File: src/hdl/ezs_pkg.sv
// Shared constants and types for the eight-zero substitution transcoder
package ezs_pkg;
  // ----------------------------------------
  // Widths and counts
  // ----------------------------------------
  localparam int unsigned        ZRUN_W        = 3;     // Zero-run counter width
  localparam logic [2:0]         ZRUN_LAST     = 3'h7;  // Count seen before the eighth zero
  localparam int unsigned        ENC_DLY_LEN   = 5;     // Encoder input delay stages
  localparam int unsigned        DEC_BUF_LEN   = 8;     // Decoder output buffer stages
  localparam int unsigned        REG_AW        = 4;     // Register address width
  localparam int unsigned        REG_DW        = 8;     // Register data width
  // ----------------------------------------
  // Reset values
  // ----------------------------------------
  localparam logic               ENC_POL_RST   = 1'b0;  // Previous mark taken as negative
  localparam logic               DEC_POL_RST   = 1'b0;  // Same convention on receive
  localparam logic [REG_DW-1:0]  MASK_RST      = 8'h00; // All interrupts masked
  // ----------------------------------------
  // Register map and status fields
  // ----------------------------------------
  localparam logic [REG_AW-1:0]  OFS_STATUS    = 4'h0;  // Sticky events, write one to clear
  localparam logic [REG_AW-1:0]  OFS_MASK      = 4'h4;  // Interrupt mask
  localparam logic [REG_AW-1:0]  OFS_LIVE      = 4'h8;  // Live state, read only
  localparam int unsigned        ST_SUBST      = 0;     // Substitution recognised
  localparam int unsigned        ST_VIOL       = 1;     // Bipolar violation
  localparam int unsigned        ST_RAIL       = 2;     // Both rails high
  localparam int unsigned        ST_W          = 3;     // Number of event bits
  // ----------------------------------------
  // State machines
  // ----------------------------------------
  typedef enum logic [2:0] {
    ES_IDLE = 3'h0, ES_P4 = 3'h3, ES_P5 = 3'h4, ES_P6 = 3'h5, ES_P7 = 3'h6, ES_P8 = 3'h7
  } ezs_seq_t;
  typedef enum logic [3:0] {
    DS_Z0 = 4'h0, DS_Z1 = 4'h1, DS_Z2 = 4'h2, DS_Z3 = 4'h3,
    DS_AP = 4'h4, DS_APM = 4'h5, DS_APM0 = 4'h6, DS_APM0M = 4'h7,
    DS_BM = 4'h8, DS_BMP = 4'h9, DS_BMP0 = 4'ha, DS_BMP0P = 4'hb
  } ezs_dec_t;
endpackage

File: src/hdl/ezs_transcoder.sv
// Eight-zero substitution bipolar line transcoder, encoder and decoder
// Contract
// Three-bit counter finds runs of eight zeros on the NRZ input.
// Five-stage delay aligns input bits with the zero-run count.
// Three-bit sequence machine walks substitution positions for the encoder.
// Encoder drives positive and negative rails; neither means zero level.
// Decoder turns 000+-0-+ or 000-+0+- back into eight zeros.
// Outside patterns, any mark decodes to one, zero level to zero.
// Decoder pattern machine uses four state bits.
// Decoded bits wait in eight stages, all cleared on a recognised pattern.
// Pattern-detected output asserts when a substitution is recognised.
// Same-polarity successive marks flag a violation unless inside a pattern.
// Error asserts when both input rails are high together.
// Encoder alternates mark polarity for ones outside substitutions.
// Eight zeros become 000+-0-+ after positive, 000-+0+- after negative.
// Substitutions carry violations at positions four and seven.
// Master clear empties counters, buffers, machines, flags; polarity defined.
// Everything runs on one clock edge, one symbol and bit per period.
`timescale 1ns/1ps
`default_nettype none
module ezs_transcoder
  import ezs_pkg::*;
(
  input  wire logic              clk_sys,          // System clock, 25 MHz
  input  wire logic              rst_n,            // Async reset, active low
  input  wire logic              global_clear,     // Master clear pin
  input  wire logic              nrz_serial_in,    // NRZ data to encode
  input  wire logic              line_in_pos_rail, // Received positive rail
  input  wire logic              line_in_neg_rail, // Received negative rail
  output logic                   line_out_pos_rail,// Encoded positive rail
  output logic                   line_out_neg_rail,// Encoded negative rail
  output logic                   nrz_serial_out,   // Decoded NRZ data
  output logic                   polarity_violation_flag, // Violation pulse
  output logic                   substitution_seen,// Pattern pulse
  output logic                   rail_error,       // Both rails high pulse
  input  wire logic [REG_AW-1:0] reg_addr,         // Register address
  input  wire logic [REG_DW-1:0] reg_wdata,        // Register write data
  input  wire logic              reg_wr,           // Write strobe
  input  wire logic              reg_rd,           // Read strobe
  output logic      [REG_DW-1:0] reg_rdata,        // Read data, cycle after strobe
  output logic                   irq               // Level interrupt
);
  // ----------------------------------------
  // Pin synchronisers
  // ----------------------------------------
  logic [3:0] sync_a;
  logic [3:0] sync_b;
  logic       clr;
  logic       din;
  logic       rx_p;
  logic       rx_n;
  // Pins are asynchronous; only the second stage feeds logic
  always_ff @(posedge clk_sys or negedge rst_n) begin
    if (!rst_n) begin
      sync_a <= 4'h0;
      sync_b <= 4'h0;
    end else begin
      sync_a <= {global_clear, nrz_serial_in, line_in_pos_rail, line_in_neg_rail};
      sync_b <= sync_a;
    end
  end
  assign clr  = sync_b[3];
  assign din  = sync_b[2];
  assign rx_p = sync_b[1];
  assign rx_n = sync_b[0];

  // ----------------------------------------
  // Encoder
  // ----------------------------------------
  logic [ZRUN_W-1:0]      zrun, next_zrun;
  logic [ENC_DLY_LEN-1:0] dly, next_dly;
  ezs_seq_t               seq, next_seq;
  logic                   enc_pol, next_enc_pol;
  logic                   enc_pos, next_enc_pos;
  logic                   enc_neg, next_enc_neg;
  logic                   zrun_hit;

  // Eighth zero seen now: its fourth zero leaves the delay next cycle
  assign zrun_hit = !din && (zrun == ZRUN_LAST);

  always_comb begin
    next_zrun    = din ? '0 : zrun + 3'h1;
    next_dly     = {dly[ENC_DLY_LEN-2:0], din};
    next_seq     = seq;
    next_enc_pol = enc_pol;
    next_enc_pos = 1'b0;
    next_enc_neg = 1'b0;
    // Positions walk 4..8 after a hit; a new hit needs eight fresh zeros
    unique case (seq)
      ES_IDLE: next_seq = zrun_hit ? ES_P4 : ES_IDLE;
      ES_P4:   next_seq = ES_P5;
      ES_P5:   next_seq = ES_P6;
      ES_P6:   next_seq = ES_P7;
      ES_P7:   next_seq = ES_P8;
      ES_P8:   next_seq = ES_IDLE;
    endcase
    // Pattern marks relative to the preceding polarity p: p, ~p, 0, ~p, p
    unique case (seq)
      ES_P4, ES_P8: begin
        next_enc_pos = enc_pol;
        next_enc_neg = !enc_pol;
      end
      ES_P5, ES_P7: begin
        next_enc_pos = !enc_pol;
        next_enc_neg = enc_pol;
      end
      ES_P6: ;
      ES_IDLE: begin
        if (dly[ENC_DLY_LEN-1]) begin
          next_enc_pol = !enc_pol;
          next_enc_pos = !enc_pol;
          next_enc_neg = enc_pol;
        end
      end
    endcase
    if (clr) begin
      next_zrun    = '0;
      next_dly     = '0;
      next_seq     = ES_IDLE;
      next_enc_pol = ENC_POL_RST;
      next_enc_pos = 1'b0;
      next_enc_neg = 1'b0;
    end
  end

  always_ff @(posedge clk_sys or negedge rst_n) begin
    if (!rst_n) begin
      zrun    <= '0;
      dly     <= '0;
      seq     <= ES_IDLE;
      enc_pol <= ENC_POL_RST;
      enc_pos <= 1'b0;
      enc_neg <= 1'b0;
    end else begin
      zrun    <= next_zrun;
      dly     <= next_dly;
      seq     <= next_seq;
      enc_pol <= next_enc_pol;
      enc_pos <= next_enc_pos;
      enc_neg <= next_enc_neg;
    end
  end
  assign line_out_pos_rail = enc_pos;
  assign line_out_neg_rail = enc_neg;

  // ----------------------------------------
  // Decoder
  // ----------------------------------------
  ezs_dec_t               dst, next_dst;
  logic [DEC_BUF_LEN-1:0] dbuf, next_dbuf;
  logic [DEC_BUF_LEN-1:0] vbuf, next_vbuf;
  logic                   dec_pol, next_dec_pol;
  logic                   sub_q, next_sub_q;
  logic                   vio_q, next_vio_q;
  logic                   rerr_q, next_rerr_q;
  logic                   m_pos, m_neg, m_zero, detect, same_pol;

  // A both-high symbol is treated as a zero level and only raises the error
  assign m_pos    = rx_p && !rx_n;
  assign m_neg    = rx_n && !rx_p;
  assign m_zero   = !(m_pos || m_neg);
  assign same_pol = (m_pos && dec_pol) || (m_neg && !dec_pol);

  always_comb begin
    next_dst = DS_Z0;
    detect   = 1'b0;
    // Three zeros then V B 0 V B in either polarity
    unique case (dst)
      DS_Z0, DS_Z1, DS_Z2: next_dst = m_zero ? ezs_dec_t'(dst + 4'h1) : DS_Z0;
      DS_Z3:    next_dst = m_zero ? DS_Z3 : (m_pos ? DS_AP : DS_BM);
      DS_AP:    next_dst = m_neg ? DS_APM : (m_zero ? DS_Z1 : DS_Z0);
      DS_APM:   next_dst = m_zero ? DS_APM0 : DS_Z0;
      DS_APM0:  next_dst = m_neg ? DS_APM0M : (m_zero ? DS_Z2 : DS_Z0);
      DS_APM0M: begin
        detect   = m_pos;
        next_dst = m_zero ? DS_Z1 : DS_Z0;
      end
      DS_BM:    next_dst = m_pos ? DS_BMP : (m_zero ? DS_Z1 : DS_Z0);
      DS_BMP:   next_dst = m_zero ? DS_BMP0 : DS_Z0;
      DS_BMP0:  next_dst = m_pos ? DS_BMP0P : (m_zero ? DS_Z2 : DS_Z0);
      DS_BMP0P: begin
        detect   = m_neg;
        next_dst = m_zero ? DS_Z1 : DS_Z0;
      end
      default:  next_dst = DS_Z0;
    endcase
    next_dbuf    = {dbuf[DEC_BUF_LEN-2:0], !m_zero};
    // Violations wait beside their bits so a pattern can cancel them
    next_vbuf    = {vbuf[DEC_BUF_LEN-2:0], same_pol};
    next_dec_pol = m_pos ? 1'b1 : (m_neg ? 1'b0 : dec_pol);
    if (detect) begin
      next_dbuf = '0;
      next_vbuf = '0;
    end
    next_sub_q  = detect;
    next_vio_q  = vbuf[DEC_BUF_LEN-1];
    next_rerr_q = rx_p && rx_n;
    if (clr) begin
      next_dst     = DS_Z0;
      next_dbuf    = '0;
      next_vbuf    = '0;
      next_dec_pol = DEC_POL_RST;
      next_sub_q   = 1'b0;
      next_vio_q   = 1'b0;
      next_rerr_q  = 1'b0;
    end
  end

  always_ff @(posedge clk_sys or negedge rst_n) begin
    if (!rst_n) begin
      dst     <= DS_Z0;
      dbuf    <= '0;
      vbuf    <= '0;
      dec_pol <= DEC_POL_RST;
      sub_q   <= 1'b0;
      vio_q   <= 1'b0;
      rerr_q  <= 1'b0;
    end else begin
      dst     <= next_dst;
      dbuf    <= next_dbuf;
      vbuf    <= next_vbuf;
      dec_pol <= next_dec_pol;
      sub_q   <= next_sub_q;
      vio_q   <= next_vio_q;
      rerr_q  <= next_rerr_q;
    end
  end
  assign nrz_serial_out          = dbuf[DEC_BUF_LEN-1];
  assign substitution_seen       = sub_q;
  assign polarity_violation_flag = vio_q;
  assign rail_error              = rerr_q;

  // ----------------------------------------
  // Status, mask and interrupt
  // ----------------------------------------
  logic [ST_W-1:0]   status, next_status;
  logic [ST_W-1:0]   mask, next_mask;
  logic [ST_W-1:0]   events;
  logic [REG_DW-1:0] rdata, next_rdata;

  assign events = {rerr_q, vio_q, sub_q};

  // New events win over a write-one clear in the same cycle
  always_comb begin
    next_status = status;
    next_mask   = mask;
    next_rdata  = '0;
    if (reg_wr && reg_addr == OFS_STATUS) next_status = status & ~reg_wdata[ST_W-1:0];
    if (reg_wr && reg_addr == OFS_MASK) next_mask = reg_wdata[ST_W-1:0];
    next_status = next_status | events;
    if (clr) next_status = '0;
    if (reg_rd) begin
      unique case (reg_addr)
        OFS_STATUS: next_rdata = {{(REG_DW-ST_W){1'b0}}, status};
        OFS_MASK:   next_rdata = {{(REG_DW-ST_W){1'b0}}, mask};
        OFS_LIVE:   next_rdata = {seq, dst, enc_pol};
        default:    next_rdata = '0;
      endcase
    end
  end

  always_ff @(posedge clk_sys or negedge rst_n) begin
    if (!rst_n) begin
      status <= '0;
      mask   <= MASK_RST[ST_W-1:0];
      rdata  <= '0;
    end else begin
      status <= next_status;
      mask   <= next_mask;
      rdata  <= next_rdata;
    end
  end
  assign reg_rdata = rdata;
  assign irq       = |(status & mask);

  // ----------------------------------------
  // Assertions
  // ----------------------------------------
  // Helper terms; sampled-value functions take plain signals only
  logic rx_one, irq_cause;
  assign rx_one    = rx_p ^ rx_n;
  assign irq_cause = (|events) || (reg_wr && reg_addr == OFS_MASK);
endmodule
`default_nettype wire

File: config.mk
export PLATFORM = sky130hd
export DESIGN_NAME = ezs_transcoder
export DESIGN_NICKNAME = d
export VERILOG_FILES = /design/src/hdl/ezs_pkg.sv /design/src/hdl/ezs_transcoder.sv
export SDC_FILE = /design/constraint.sdc
export NUM_CORES = 1
export LEC_CHECK = 0
export ABC_AREA = 1
export BUFFER_PORTS_ARGS = -buffer_cell sky130_fd_sc_hd__buf_2
export CORE_MARGIN = 3
export CORE_UTILIZATION = 40
export DETAILED_ROUTE_END_ITERATION = 6
export SLEW_MARGIN = 20
export SYNTH_ARGS = -nofsm -noshare
export SYNTH_HDL_FRONTEND = slang
export SYNTH_SLANG_ARGS = --single-unit
File: constraint.sdc
create_clock -name clk_sys -period 2.77 [get_ports clk_sys]
set_clock_uncertainty 0.2 [all_clocks]
set_input_delay 0 -clock clk_sys [delete_from_list [all_inputs] [get_ports clk_sys]]
set_output_delay 0 -clock clk_sys [all_outputs]
set_load 0.03 [all_outputs]
=== After elaboration in Yosys (flattened, before gate mapping) ===
Index checks and enable logic that the tools add are counted.

* Output and inout port bits: 15
* Register bits after elaboration: 60
* Word-level logic and storage cells: 113
* Input bits: 20

* Equal/unequal tests: 19
* Reduce and logical (&&, ||, !) cells: 27
* Add/subtract/negate cells: 2
* Bitwise logic cells: 4
* Multiplexer cells: 43

{| class="wikitable"
|+ Operator list
! cell !! number
|-
| two-way mux 8 bit || 5
|-
| two-way mux 4 bit || 9
|-
| one-hot mux 4 bit (9 select lines) || 1
|-
| one-hot mux 8 bit (3 select lines) || 1
|-
| equality test 4 x 3 -> 1 bit (second input constant) || 5
|-
| equality test 4 bit (second input constant) || 5
|-
| two-way mux 3 bit || 6
|-
| one-hot mux 3 bit (6 select lines) || 1
|-
| equality test 3 bit (second input constant) || 5
|-
| two-way mux 1 bit || 14
|-
| equality test 4 x 2 -> 1 bit (second input constant) || 2
|-
| logical AND 1 bit || 8
|-
| zero test 4 bit || 2
|-
| bitwise AND 3 bit || 2
|-
| one-hot mux 1 bit (3 select lines) || 2
|-
| OR reduction 2 bit || 3
|-
| OR reduction 3 bit || 2
|-
| zero test 1 bit || 5
|-
| two-way mux 5 bit || 1
|-
| adder 4 x 1 -> 4 bit (second input constant) || 1
|-
| equality test 4 x 1 -> 1 bit (second input constant) || 1
|-
| two-way mux 2 bit || 2
|-
| nonzero test 2 bit || 2
|-
| adder 3 x 1 -> 3 bit (second input constant) || 1
|-
| other kinds (8) || 9
|}

=== Depth between registers and ports, before layout ===
Gate-level depths: netlist of run 1.

* Depth in word-level cells: 7
* Gate-level depth with buffers: 8
* Mapped depth without buffers: 8

=== Worst setup path after synthesis of run 1 ===
No wires, ideal clock.

* Kind: register to register
* Start point: register dst[0]
* End point: register dbuf[0]
* Arrival: 1.198 ns
* Buffers on the path: 1
* Clock period less this slack: 1.519 ns
* Setup slack: 1.251 ns
* Data required time: 2.449 ns
* Cell stages (with the launch flop): 8
* Cells stage by stage: dfrtp_1 -> ha_1 -> nand3_2 -> o22ai_2 -> inv_2 -> nand2_4 -> buf_12 -> nor2_2

* Cells in the longest elaborated chain, start to end: 4
* Elaborated cells on any way between the ends: 5

{| class="wikitable"
|+ Ends and longest elaborated chain
! item !! line !! RTL
|-
| start, declared || ezs_transcoder.sv:149 || <nowiki>ezs_dec_t dst, next_dst;</nowiki>
|-
| start signal, assigned || ezs_transcoder.sv:219 || <nowiki>dst <= next_dst;</nowiki>
|-
| equality test 4 bit or equality test 4 x 3 -> 1 bit (tied branches) || ezs_transcoder.sv:168 || <nowiki>unique case (dst)</nowiki>
|-
| one-hot mux 1 bit (2 select lines) * || ezs_transcoder.sv:168 ||
|-
| two-way mux 8 bit * || ezs_transcoder.sv:191 || <nowiki>if (detect) begin</nowiki>
|-
| two-way mux 8 bit * || ezs_transcoder.sv:198 || <nowiki>if (clr) begin</nowiki>
|-
| named net next_dbuf[0] || ezs_transcoder.sv:150 || <nowiki>logic [DEC_BUF_LEN-1:0] dbuf, next_dbuf;</nowiki>
|-
| end signal, assigned || ezs_transcoder.sv:220 || <nowiki>dbuf <= next_dbuf;</nowiki>
|-
| end, declared || ezs_transcoder.sv:150 ||
|}

Mark *: on every way through the listed nets, which the timed path passes. The rest lies on a longest branch.
A chain may end at the register's enable or synchronous reset.

=== Worst setup path after layout of run 1 ===
* Start point: input reg_addr[1]
* End point: register mask[2]

* Cells in the longest elaborated chain, start to end: 2

{| class="wikitable"
|+ Ends and longest elaborated chain
! item !! line !! RTL
|-
| start, declared || ezs_transcoder.sv:36 || <nowiki>input wire logic [REG_AW-1:0] reg_addr,</nowiki>
|-
| equality test 4 x 3 -> 1 bit || ezs_transcoder.sv:249 || <nowiki>if (reg_wr && reg_addr == OFS_MASK) next_mask = reg_wdata[ST_W-1:0];</nowiki>
|-
| logical AND 1 bit || n/a ||
|-
| end signal, assigned || ezs_transcoder.sv:265 || <nowiki>mask <= MASK_RST[ST_W-1:0];</nowiki>
|-
| end signal, assigned || ezs_transcoder.sv:269 || <nowiki>mask <= next_mask;</nowiki>
|-
| end, declared || ezs_transcoder.sv:237 || <nowiki>logic [ST_W-1:0] mask, next_mask;</nowiki>
|}

Every way passes these cells.

==> impl_metrics.ini, run 1 <==
[status]
status = finished clean

[synth]
syn_inst = 273
yosysSeqAreaShare = 0.587
synth-seq-cells = 60
synth_cell_type_count = 23
ys_warn_count = 0
synth.cell_area_um2 = 2560
avgSynthCellArea_um2 = 9.38
synth_nets = 304

[place]
dp.cells = 376
hpwl_um = 3230
routabilityCongestion = 0.831
io_buffer_count = 29

[routing]
route.met3.wl_um = 328
wl_met2_um = 2090
vias = 1948
initialDrtViolationCount = 60
drt_first_pass_iters = 5
drc = 0
via_per_inst = 4.71
highest_layer = met4
drtAntennaViolNets = 0
wl_per_cell_um = 11.4
drt-met1-wl_um = 2220
postRouteWirelength_um = 4740

[timing]
worst_slew_pin_slew_ps = 800
fmax_ghz = 0.398
rsz0062_at_grt = false
fin_crit_ps = 2510
final_hold_viol_count = 0
slew_viol_final = 0
maxSlewHeadroom = 0.465
setup_violations = 0
min_period_over_period = 0.907
setup_tns_ps = 0

[clock_tree]
cts_resized = 0
clk_root_buffer_cell = clkbuf_8
cts_setup_buffers = 0
cts_max_level = 3
cts_buffers = 9
cts_tree = built
clockBufferDepth = 2
clk_pin_slew_ps = 60
clock_sinks = 60
insertion_delay_ps = 340

[grt]
grt_start_max_net_pins = 23
grt_pass1_wl_um = 8200
gr-usage-all-layers = 0.144
grt_pass1_vias = 1840
antenna_found_initial = 0
overflow = 0

[die]
fp.dieW_um = 86
core_um2 = 6060
die_area_um2 = 7400
die_h_um = 86
start_util = 0.422
row_count = 28
boundaryPins = 35

[critical_path]
r2r-end = vbuf[0]$_DFF_PN0_
crit_arrival_ps = 2530
worst-path-max-fanout = 5
worstPathRequired_ps = 2780
rrSetupSlack_ps = 1070
reg2reg_depth = 6
critical_path_class = input port to register
crit_path_start_kind = input port
endpoint_kind = register
reg2reg_from = dst[1]$_DFF_PN0_

[cells_and_area]
syn2layout_area_growth_pct = 25.5
final_cells = 414
nFillCells = 551
antenna_cells = 0
layout.nets = 367
drive_gt1_frac = 0.180

[flow_run]
max-cap-violations = 0

[power]
peakVddDrop_mv = 0.571
power-per-cell-area_nw_per_um2 = 572
leakagePower_uw = 0.00165

[worst_hold_path]
min_from = reg_addr[2]
hold-path-endpoint = reg_rdata[1]$_DFF_PN0_
hold_class = input port to register
hold_path_depth = 8
-- per-layer routing --
metal | track usage | vias to the layer above
li1 | - | 976
met2 | 0.228 | 64
met4 | 0.0604 | 0
met5 | 0 | -
met3 | 0.0538 | 9
met1 | 0.177 | 899
-- cell usage after synthesis (all sizes together) --
cell	number	area [um^2]
dfrtp	60	1500
nand2	49	191
inv	48	180
nor2	45	201
nand3	22	115
a21oi	11	55.1
ha	11	138
nor3	10	50.1
nand4	6	37.5
buf	2	31.3
clkbuf	2	7.51
o21ai	2	10.0
a211oi	1	7.51
a31oi	1	6.26
and3	1	6.26
o22ai	1	12.5
xor2	1	8.76
-- cells by family (layout without fill, tap and decap cells) --
| group | after synthesis | after routing | synth area share |
|---|---|---|---|
| buf+inv | 52 | 118 | 0.0855 |
| simple gates | 133 | 133 | 0.235 |
| xor+xnor | 1 | 1 | 0.00342 |
| flops | 60 | 60 | 0.587 |
| fa+ha+maj | 11 | 11 | 0.0538 |
| compound gates | 16 | 16 | 0.0357 |
-- layout make-up --
class                           count  area, um^2  area share
Clock buffer                       12         155      0.0483
Sequential cell                    60        1500       0.467
Multi-Input combinational cell    161         840       0.261
Inverter                           48         180      0.0561
Clock inverter                      2        35.0      0.0109
Tap cell                           75        93.8      0.0292
Timing Repair Buffer               56         408       0.127
-- where the power goes --
part	internal (uW)	total, uW	leakage [uW]	switching (uW)
clock network	453	760	0.0000983	307
registers	906	925	0.000807	19.1
logic	61.8	151	0.000750	89.2
total	1420	1840	0.00165	416
-- flip-flops by register name, summed over array words and instances, names as in the netlist, 3 cells and up --
signal / cells
dbuf: 8
dly: 5
dst: 4
mask: 3
reg_rdata: 8
seq: 3
status: 3
sync_a: 4
sync_b: 4
vbuf: 8
zrun: 3
-- timing repair --
action                                  4_1_cts  5_1_grt
hold endpoints to repair                     78        0
hold buffers                                 24        0
endpoints found under the setup margin        0        0
-- worst max path at each step --
stage | to | start | cells after the start
3_3_place_gp | vbuf[1]$_DFF_PN0_ | dst[1]$_DFF_PN0_ | 6
5_1_grt | mask[2]$_DFFE_PN0P_ | reg_addr[1] | 10
3_5_place_dp | vbuf[0]$_DFF_PN0_ | dst[1]$_DFF_PN0_ | 6
2_1_floorplan | dbuf[0]$_DFF_PN0_ | dst[0]$_DFF_PN0_ | 7
4_1_cts | mask[2]$_DFFE_PN0P_ | reg_addr[1] | 10
6_report | mask[2]$_DFFE_PN0P_ | reg_addr[1] | 10
-- worst max-delay path, stage by stage --
cell,delay [ps]
dlygate4sd3_1,530
buf_2,120
nor2_1,120
nand2_1,60
nor2_1,250
dlygate4sd3_1,660
nand2_1,100
nand2_1,70
nand2_1,40
dlygate4sd3_1,550
-- layout by cell type, fill, tap and decap left out, drive strengths merged --
master / synthesis / routed
ha: 11 / 11
nand4: 6 / 6
buf: 2 / 32
a31oi: 1 / 1
xor2: 1 / 1
o21ai: 2 / 2
dlygate4sd3: 0 / 24
nor3: 10 / 10
o22ai: 1 / 1
clkinv: 0 / 1
a211oi: 1 / 1
nand3: 22 / 22
and3: 1 / 1
nor2: 45 / 45
inv: 48 / 48
bufinv: 0 / 1
a21oi: 11 / 11
clkbuf: 2 / 12
dfrtp: 60 / 60
nand2: 49 / 49
-- through the flow --
stage	util	hold WS [ps]	setup WS, ps	total power [uW]	instance area [um^2]
after floorplan	-	-496	1250	1010	2560
after detailed placement	0.459	-228	1050	1070	2780
final	0.530	21.5	258	1840	3210
after global routing	0.530	38.7	120	1920	3210
after global placement	0.459	-236	1090	1060	2780
after CTS	0.530	3.25	309	1870	3210
Note: power is estimated with default switching activity, not from simulation.
==> run 2: changes to the inputs <==
--- a/config.mk
+++ b/config.mk
@@ -5,11 +5,11 @@
 export SDC_FILE = /design/constraint.sdc
 export NUM_CORES = 1
 export LEC_CHECK = 0
-export ABC_AREA = 1
 export BUFFER_PORTS_ARGS = -buffer_cell sky130_fd_sc_hd__buf_2
 export CORE_MARGIN = 3
 export CORE_UTILIZATION = 40
 export DETAILED_ROUTE_END_ITERATION = 6
+export MAX_ROUTING_LAYER = met4
 export SLEW_MARGIN = 20
 export SYNTH_ARGS = -nofsm -noshare
 export SYNTH_HDL_FRONTEND = slang
==> impl_metrics.ini, run 2 <==
[routing]
drc = 0
via_per_inst = 4.72
vias = 1624
postRouteWirelength_um = 4310
drtAntennaViolNets = 0
drt_first_pass_iters = 5
wl_per_cell_um = 12.5
initialDrtViolationCount = 142

[place]
hpwl_um = 2740
dp.cells = 307
io_buffer_count = 29
routabilityCongestion = 0.843

[synth]
yosysSeqAreaShare = 0.605
synth-seq-cells = 60
synth_top_area_frac = 0.605
syn_inst = 209
avgSynthCellArea_um2 = 11.9
synth_nets = 240
synthArstFlopShare = 1.00
synth.area.top_cells = dfrtp_1 60%, ha_1 5.5%, and2_1 4.8%
ys_warn_count = 0
synthFlopType = dfrtp_1
synth_cell_type_count = 40
synth.most_common_cell = dfrtp_1
synth.cell_area_um2 = 2480
synth_common_cells = 60 x dfrtp_1, 20 x nor2_1, 19 x and2_1
synth_edf_count = 0
yosysTopAreaCell = dfrtp_1

[timing]
setup_violations = 0
slew_viol_final = 0
fmax_ghz = 0.445
min_period_over_period = 0.811
final_hold_viol_count = 0
worst_slew_pin_slew_ps = 896
rsz0062_at_grt = false
maxSlewHeadroom = 0.401
fin_crit_ps = 2250
setup_tns_ps = 0

[die]
die_h_um = 84.8
die_area_um2 = 7190
start_util = 0.417
core_um2 = 5960
row_count = 28
fp.dieW_um = 84.8
boundaryPins = 35

[grt]
grt_pass1_wl_um = 7750
gr-usage-all-layers = 0.145
grt_start_max_net_pins = 27
grt_pass1_vias = 1612
antenna_found_initial = 0
overflow = 0

[cells_and_area]
final_cells = 344
layout.nets = 295
most-common-layout-cells = 60 x dfrtp_1, 29 x buf_2, 21 x dlygate4sd3_1, 20 x nor2_1, 19 x and2_1
antenna_cells = 0
syn2layout_area_growth_pct = 27.4
drive_gt1_frac = 0.197
post-route-util = 0.531
final_common_cell = dfrtp_1

[flow_run]
max-cap-violations = 0

[critical_path]
crit_arrival_ps = 2260
crit_path_start_kind = input port
worstPathRequired_ps = 2790
critical_path_class = input port to register
worst-path-max-fanout = 8
endpoint_kind = register

[clock_tree]
cts_buffers = 9
cts_max_level = 3
clk_root_buffer_cell = clkbuf_8
clk_pin_slew_ps = 70
cts_setup_buffers = 0
clockBufferDepth = 2
cts_tree = built
insertion_delay_ps = 330
clock_sinks = 60

[status]
status = finished clean

[power]
leakagePower_uw = 0.00157
peakVddDrop_mv = 0.369
power-per-cell-area_nw_per_um2 = 663

[worst_hold_path]
hold_class = input port to async pin
-- run 2: changes by cell type after synthesis, sizes merged, moves of 7 or more --
| cell | before | now |
|---|---|---|
| nor2 | 45 | 20 |
| nand2 | 49 | 8 |
| nor3 | 10 | 3 |
| nor2b | 0 | 13 |
| and2 | 0 | 19 |
| nand3 | 22 | 2 |
| inv | 48 | 8 |
-- run 2: cell type report --
class	count	area (um^2)
multi-input cells	133	910
inverters	8	30.0
well taps	75	93.8
clock inverters	5	106
clock buffers	11	151
flip-flops and latches	60	1500
fillers	528	2790
repair buffers	52	370
-- run 2: per-stage QoR --
step	power [uW]	instance area (um^2)	setup WS, ps	hold slack, ps
final	2100	3160	525	45.4
after global routing	2200	3160	455	65.6
after CTS	2130	3160	622	30.4
after detailed placement	1090	2700	870	-198
after global placement	1090	2700	890	-209
after floorplan	1030	2480	1000	-496
-- run 2: cell families after synthesis --
family / Yosys count / synth area share
simple gates: 80 / 0.190
compound gates: 32 / 0.0806
xor+xnor: 3 / 0.0106
fa+ha+maj: 11 / 0.0554
flops: 60 / 0.605
mux: 7 / 0.0297
buf+inv: 16 / 0.0292
-- run 2: worst max-delay path, cell delays in order --
cell and delay, ps:
dlygate4sd3_1 520, buf_2 190, mux2i_1 200, nor2_1 60, dlygate4sd3_1 560, a21oi_1 120
dlygate4sd3_1 570, nor2_1 40
-- run 2: layer usage --
| metal | vias up | global-route usage | share of wire |
|---|---|---|---|
| li1 | 810 | - | - |
| met1 | 754 | 0.188 | 0.48 |
| met2 | 49 | 0.201 | 0.43 |
| met3 | 11 | 0.0412 | 0.062 |
| met4 | 0 | 0.0863 | 0.028 |
| met5 | - | - | 0 |
-- run 2: path summary, 6_finish.rpt --
| kind | start | end | slack, ps | cells past startpoint |
|---|---|---|---|---|
| max in group asynchronous | rst_n | reg_rdata[2]$_DFF_PN0_ | 1040 | 3 |
| worst max register to register | mask[0]$_DFFE_PN0P_ | reg_rdata[0]$_DFF_PN0_ | 560 | 6 |
| worst min register to register | sync_a[3]$_DFF_PN0_ | sync_b[3]$_DFF_PN0_ | 150 | 0 |
| worst max-delay path | reg_addr[2] | reg_rdata[0]$_DFF_PN0_ | 520 | 8 |
| min in group clk_sys | reg_addr[0] | reg_rdata[7]$_DFF_PN0_ | 50 | 4 |
| worst min-delay path | rst_n | reg_rdata[5]$_DFF_PN0_ | 50 | 3 |
-- run 2: report_power, final --
part	internal [uW]	switching [uW]
registers	907	25.2
logic	89.1	87.3
clock network	650	338
-- run 2: what timing repair did --
action,4_1_cts,5_1_grt
hold endpoints to repair,78,0
hold buffers,21,0
gates resized for setup,0,0
==> run 3: changes to the inputs <==
==> constraint.sdc (replaced) <==
create_clock -name clk_sys -period 2.16 [get_ports clk_sys]
set_clock_uncertainty 0.2 [all_clocks]
set_input_delay 0 -clock clk_sys [delete_from_list [all_inputs] [get_ports clk_sys]]
set_output_delay 0 -clock clk_sys [all_outputs]
set_load 0.03 [all_outputs]
==> impl_metrics.ini, run 3 (synthesis results as in run 2) <==
[critical_path]
rrSetupSlack_ps = 270
critical_path_class = input port to register
critical-path-top-delay-family = buffers and inverters
worstPathRequired_ps = 2210
max_stage_delay_ps = 590
endpoint_kind = register
crit_chain = dlygate4sd3_1 > buf_2 > nor2_1 > nand2_1 > dlygate4sd3_1 > nor2_1 > dlygate4sd3_1
path_buf_inv = 4
slowest_stage = dlygate4sd3_1
crit_top_cell = dlygate4sd3_1
crit_arrival_ps = 2100
crit_path_start_kind = input port
worst-path-max-fanout = 3

[clock_tree]
cts_buffers = 9
cts_tree = built
clock_sinks = 60
insertion_delay_ps = 320
cts_resized = 0
cts_max_level = 3
clk_pin_slew_ps = 60
clockBufferDepth = 2
clk_root_buffer_cell = clkbuf_8

[timing]
final_hold_viol_count = 0
slew_viol_final = 0
setup_violations = 0
maxSlewHeadroom = 0.602
min_period_over_period = 0.950
setup_tns_ps = 0
rsz0062_at_grt = false
worst_slew_pin_slew_ps = 598
fmax_ghz = 0.487
fin_hold_ws_ps = 24.1
fin_crit_ps = 2050

[cells_and_area]
syn2layout_area_growth_pct = 25.5
most-common-layout-cells = 60 x dfrtp_1, 29 x buf_2, 20 x nor2_1, 19 x and2_1, 19 x dlygate4sd3_1
final_common_cell = dfrtp_1
drive_gt1_frac = 0.198
stdcell_area_um2 = 3120
antenna_cells = 0
nFillCells = 531
final_cells = 343
layout.nets = 295

[place]
io_buffer_count = 29
dp.cells = 309
hpwl_um = 2810
postPlaceCellArea_um2 = 2720
routabilityCongestion = 0.846

[routing]
vias = 1619
drc = 0
drt_first_pass_iters = 4
drtAntennaViolNets = 0
postRouteWirelength_um = 4140
initialDrtViolationCount = 95
wl_per_cell_um = 12.1
via_per_inst = 4.72

[die]
start_util = 0.417
core_um2 = 5960
boundaryPins = 35
row_count = 28
die_h_um = 84.8
die_area_um2 = 7190
fp.dieW_um = 84.8

[power]
pwr-share-clk = 0.420
peakVddDrop_mv = 0.484
switching_share = 0.217
combPwrFrac = 0.092
p_sw_uw = 531
power_uw = 2450
leakagePower_uw = 0.00156
power-per-cell-area_nw_per_um2 = 785
p_int_uw = 1920
seqPwrFrac = 0.488

[grt]
antenna_found_initial = 0
gr-usage-all-layers = 0.133
grt_pass1_wl_um = 7250
grt_pass1_vias = 1569
overflow = 0
grt_start_max_net_pins = 36

[flow_run]
max-cap-violations = 0

[worst_hold_path]
hold_class = input port to async pin

[status]
status = finished clean
==> run 3: path summary, 6_finish.rpt <==
| check | startpoint | end | depth (start not counted) |
|---|---|---|---|
| max | reg_addr[1] | reg_rdata[0]$_DFF_PN0_ | 7 |
| min | rst_n | line_out_pos_rail$_DFF_PN0_ | 2 |
| max reg2reg | dst[0]$_DFF_PN0_ | dst[2]$_DFF_PN0_ | 6 |
| min reg2reg | sync_a[2]$_DFF_PN0_ | sync_b[2]$_DFF_PN0_ | 0 |
| max in group asynchronous | rst_n | mask[0]$_DFFE_PN0P_ | 3 |
| min in group clk_sys | reg_addr[0] | reg_rdata[6]$_DFF_PN0_ | 4 |
==> run 3: timing repair <==
| action | 4_1_cts | 5_1_grt |
|---|---|---|
| endpoints found under the hold margin | 78 | 0 |
| setup buffers | 0 | 0 |
| hold buffers | 19 | 0 |
==> run 3: area by class of cell <==
class | count | area [um^2] | share of cell area
sequential | 60 | 1500 | 0.482
multi-input combinational | 133 | 910 | 0.292
timing repair buffer | 52 | 378 | 0.121
clock buffer | 10 | 128 | 0.0409
tap | 75 | 93.8 | 0.0301
clock inverter | 5 | 77.6 | 0.0249
inverter | 8 | 30.0 | 0.00963
==> run 3: stage by stage <==
step                 util  worst slack (ps)
floorplan               -               393
global placement    0.457               302
detailed placement  0.457               284
CTS                 0.524               144
global route        0.524              62.5
finish              0.524               107
==> run 3: power groups by stage <==
stage | clock [uW] | combinational, uW | sequential, uW
after floorplan | 0 | 119 | 1210
after global placement | 0 | 183 | 1220
after detailed placement | 0 | 186 | 1220
after CTS | 1070 | 226 | 1200
after global routing | 1120 | 252 | 1200
final | 1030 | 224 | 1200
==> run 3: per-layer routing <==
layer	GRT usage	up-vias	part of all wire
met5	-	-	0
met4	0.0561	0	0.010
met3	0.0520	4	0.062
met2	0.183	46	0.45
met1	0.174	765	0.48
li1	-	804	-
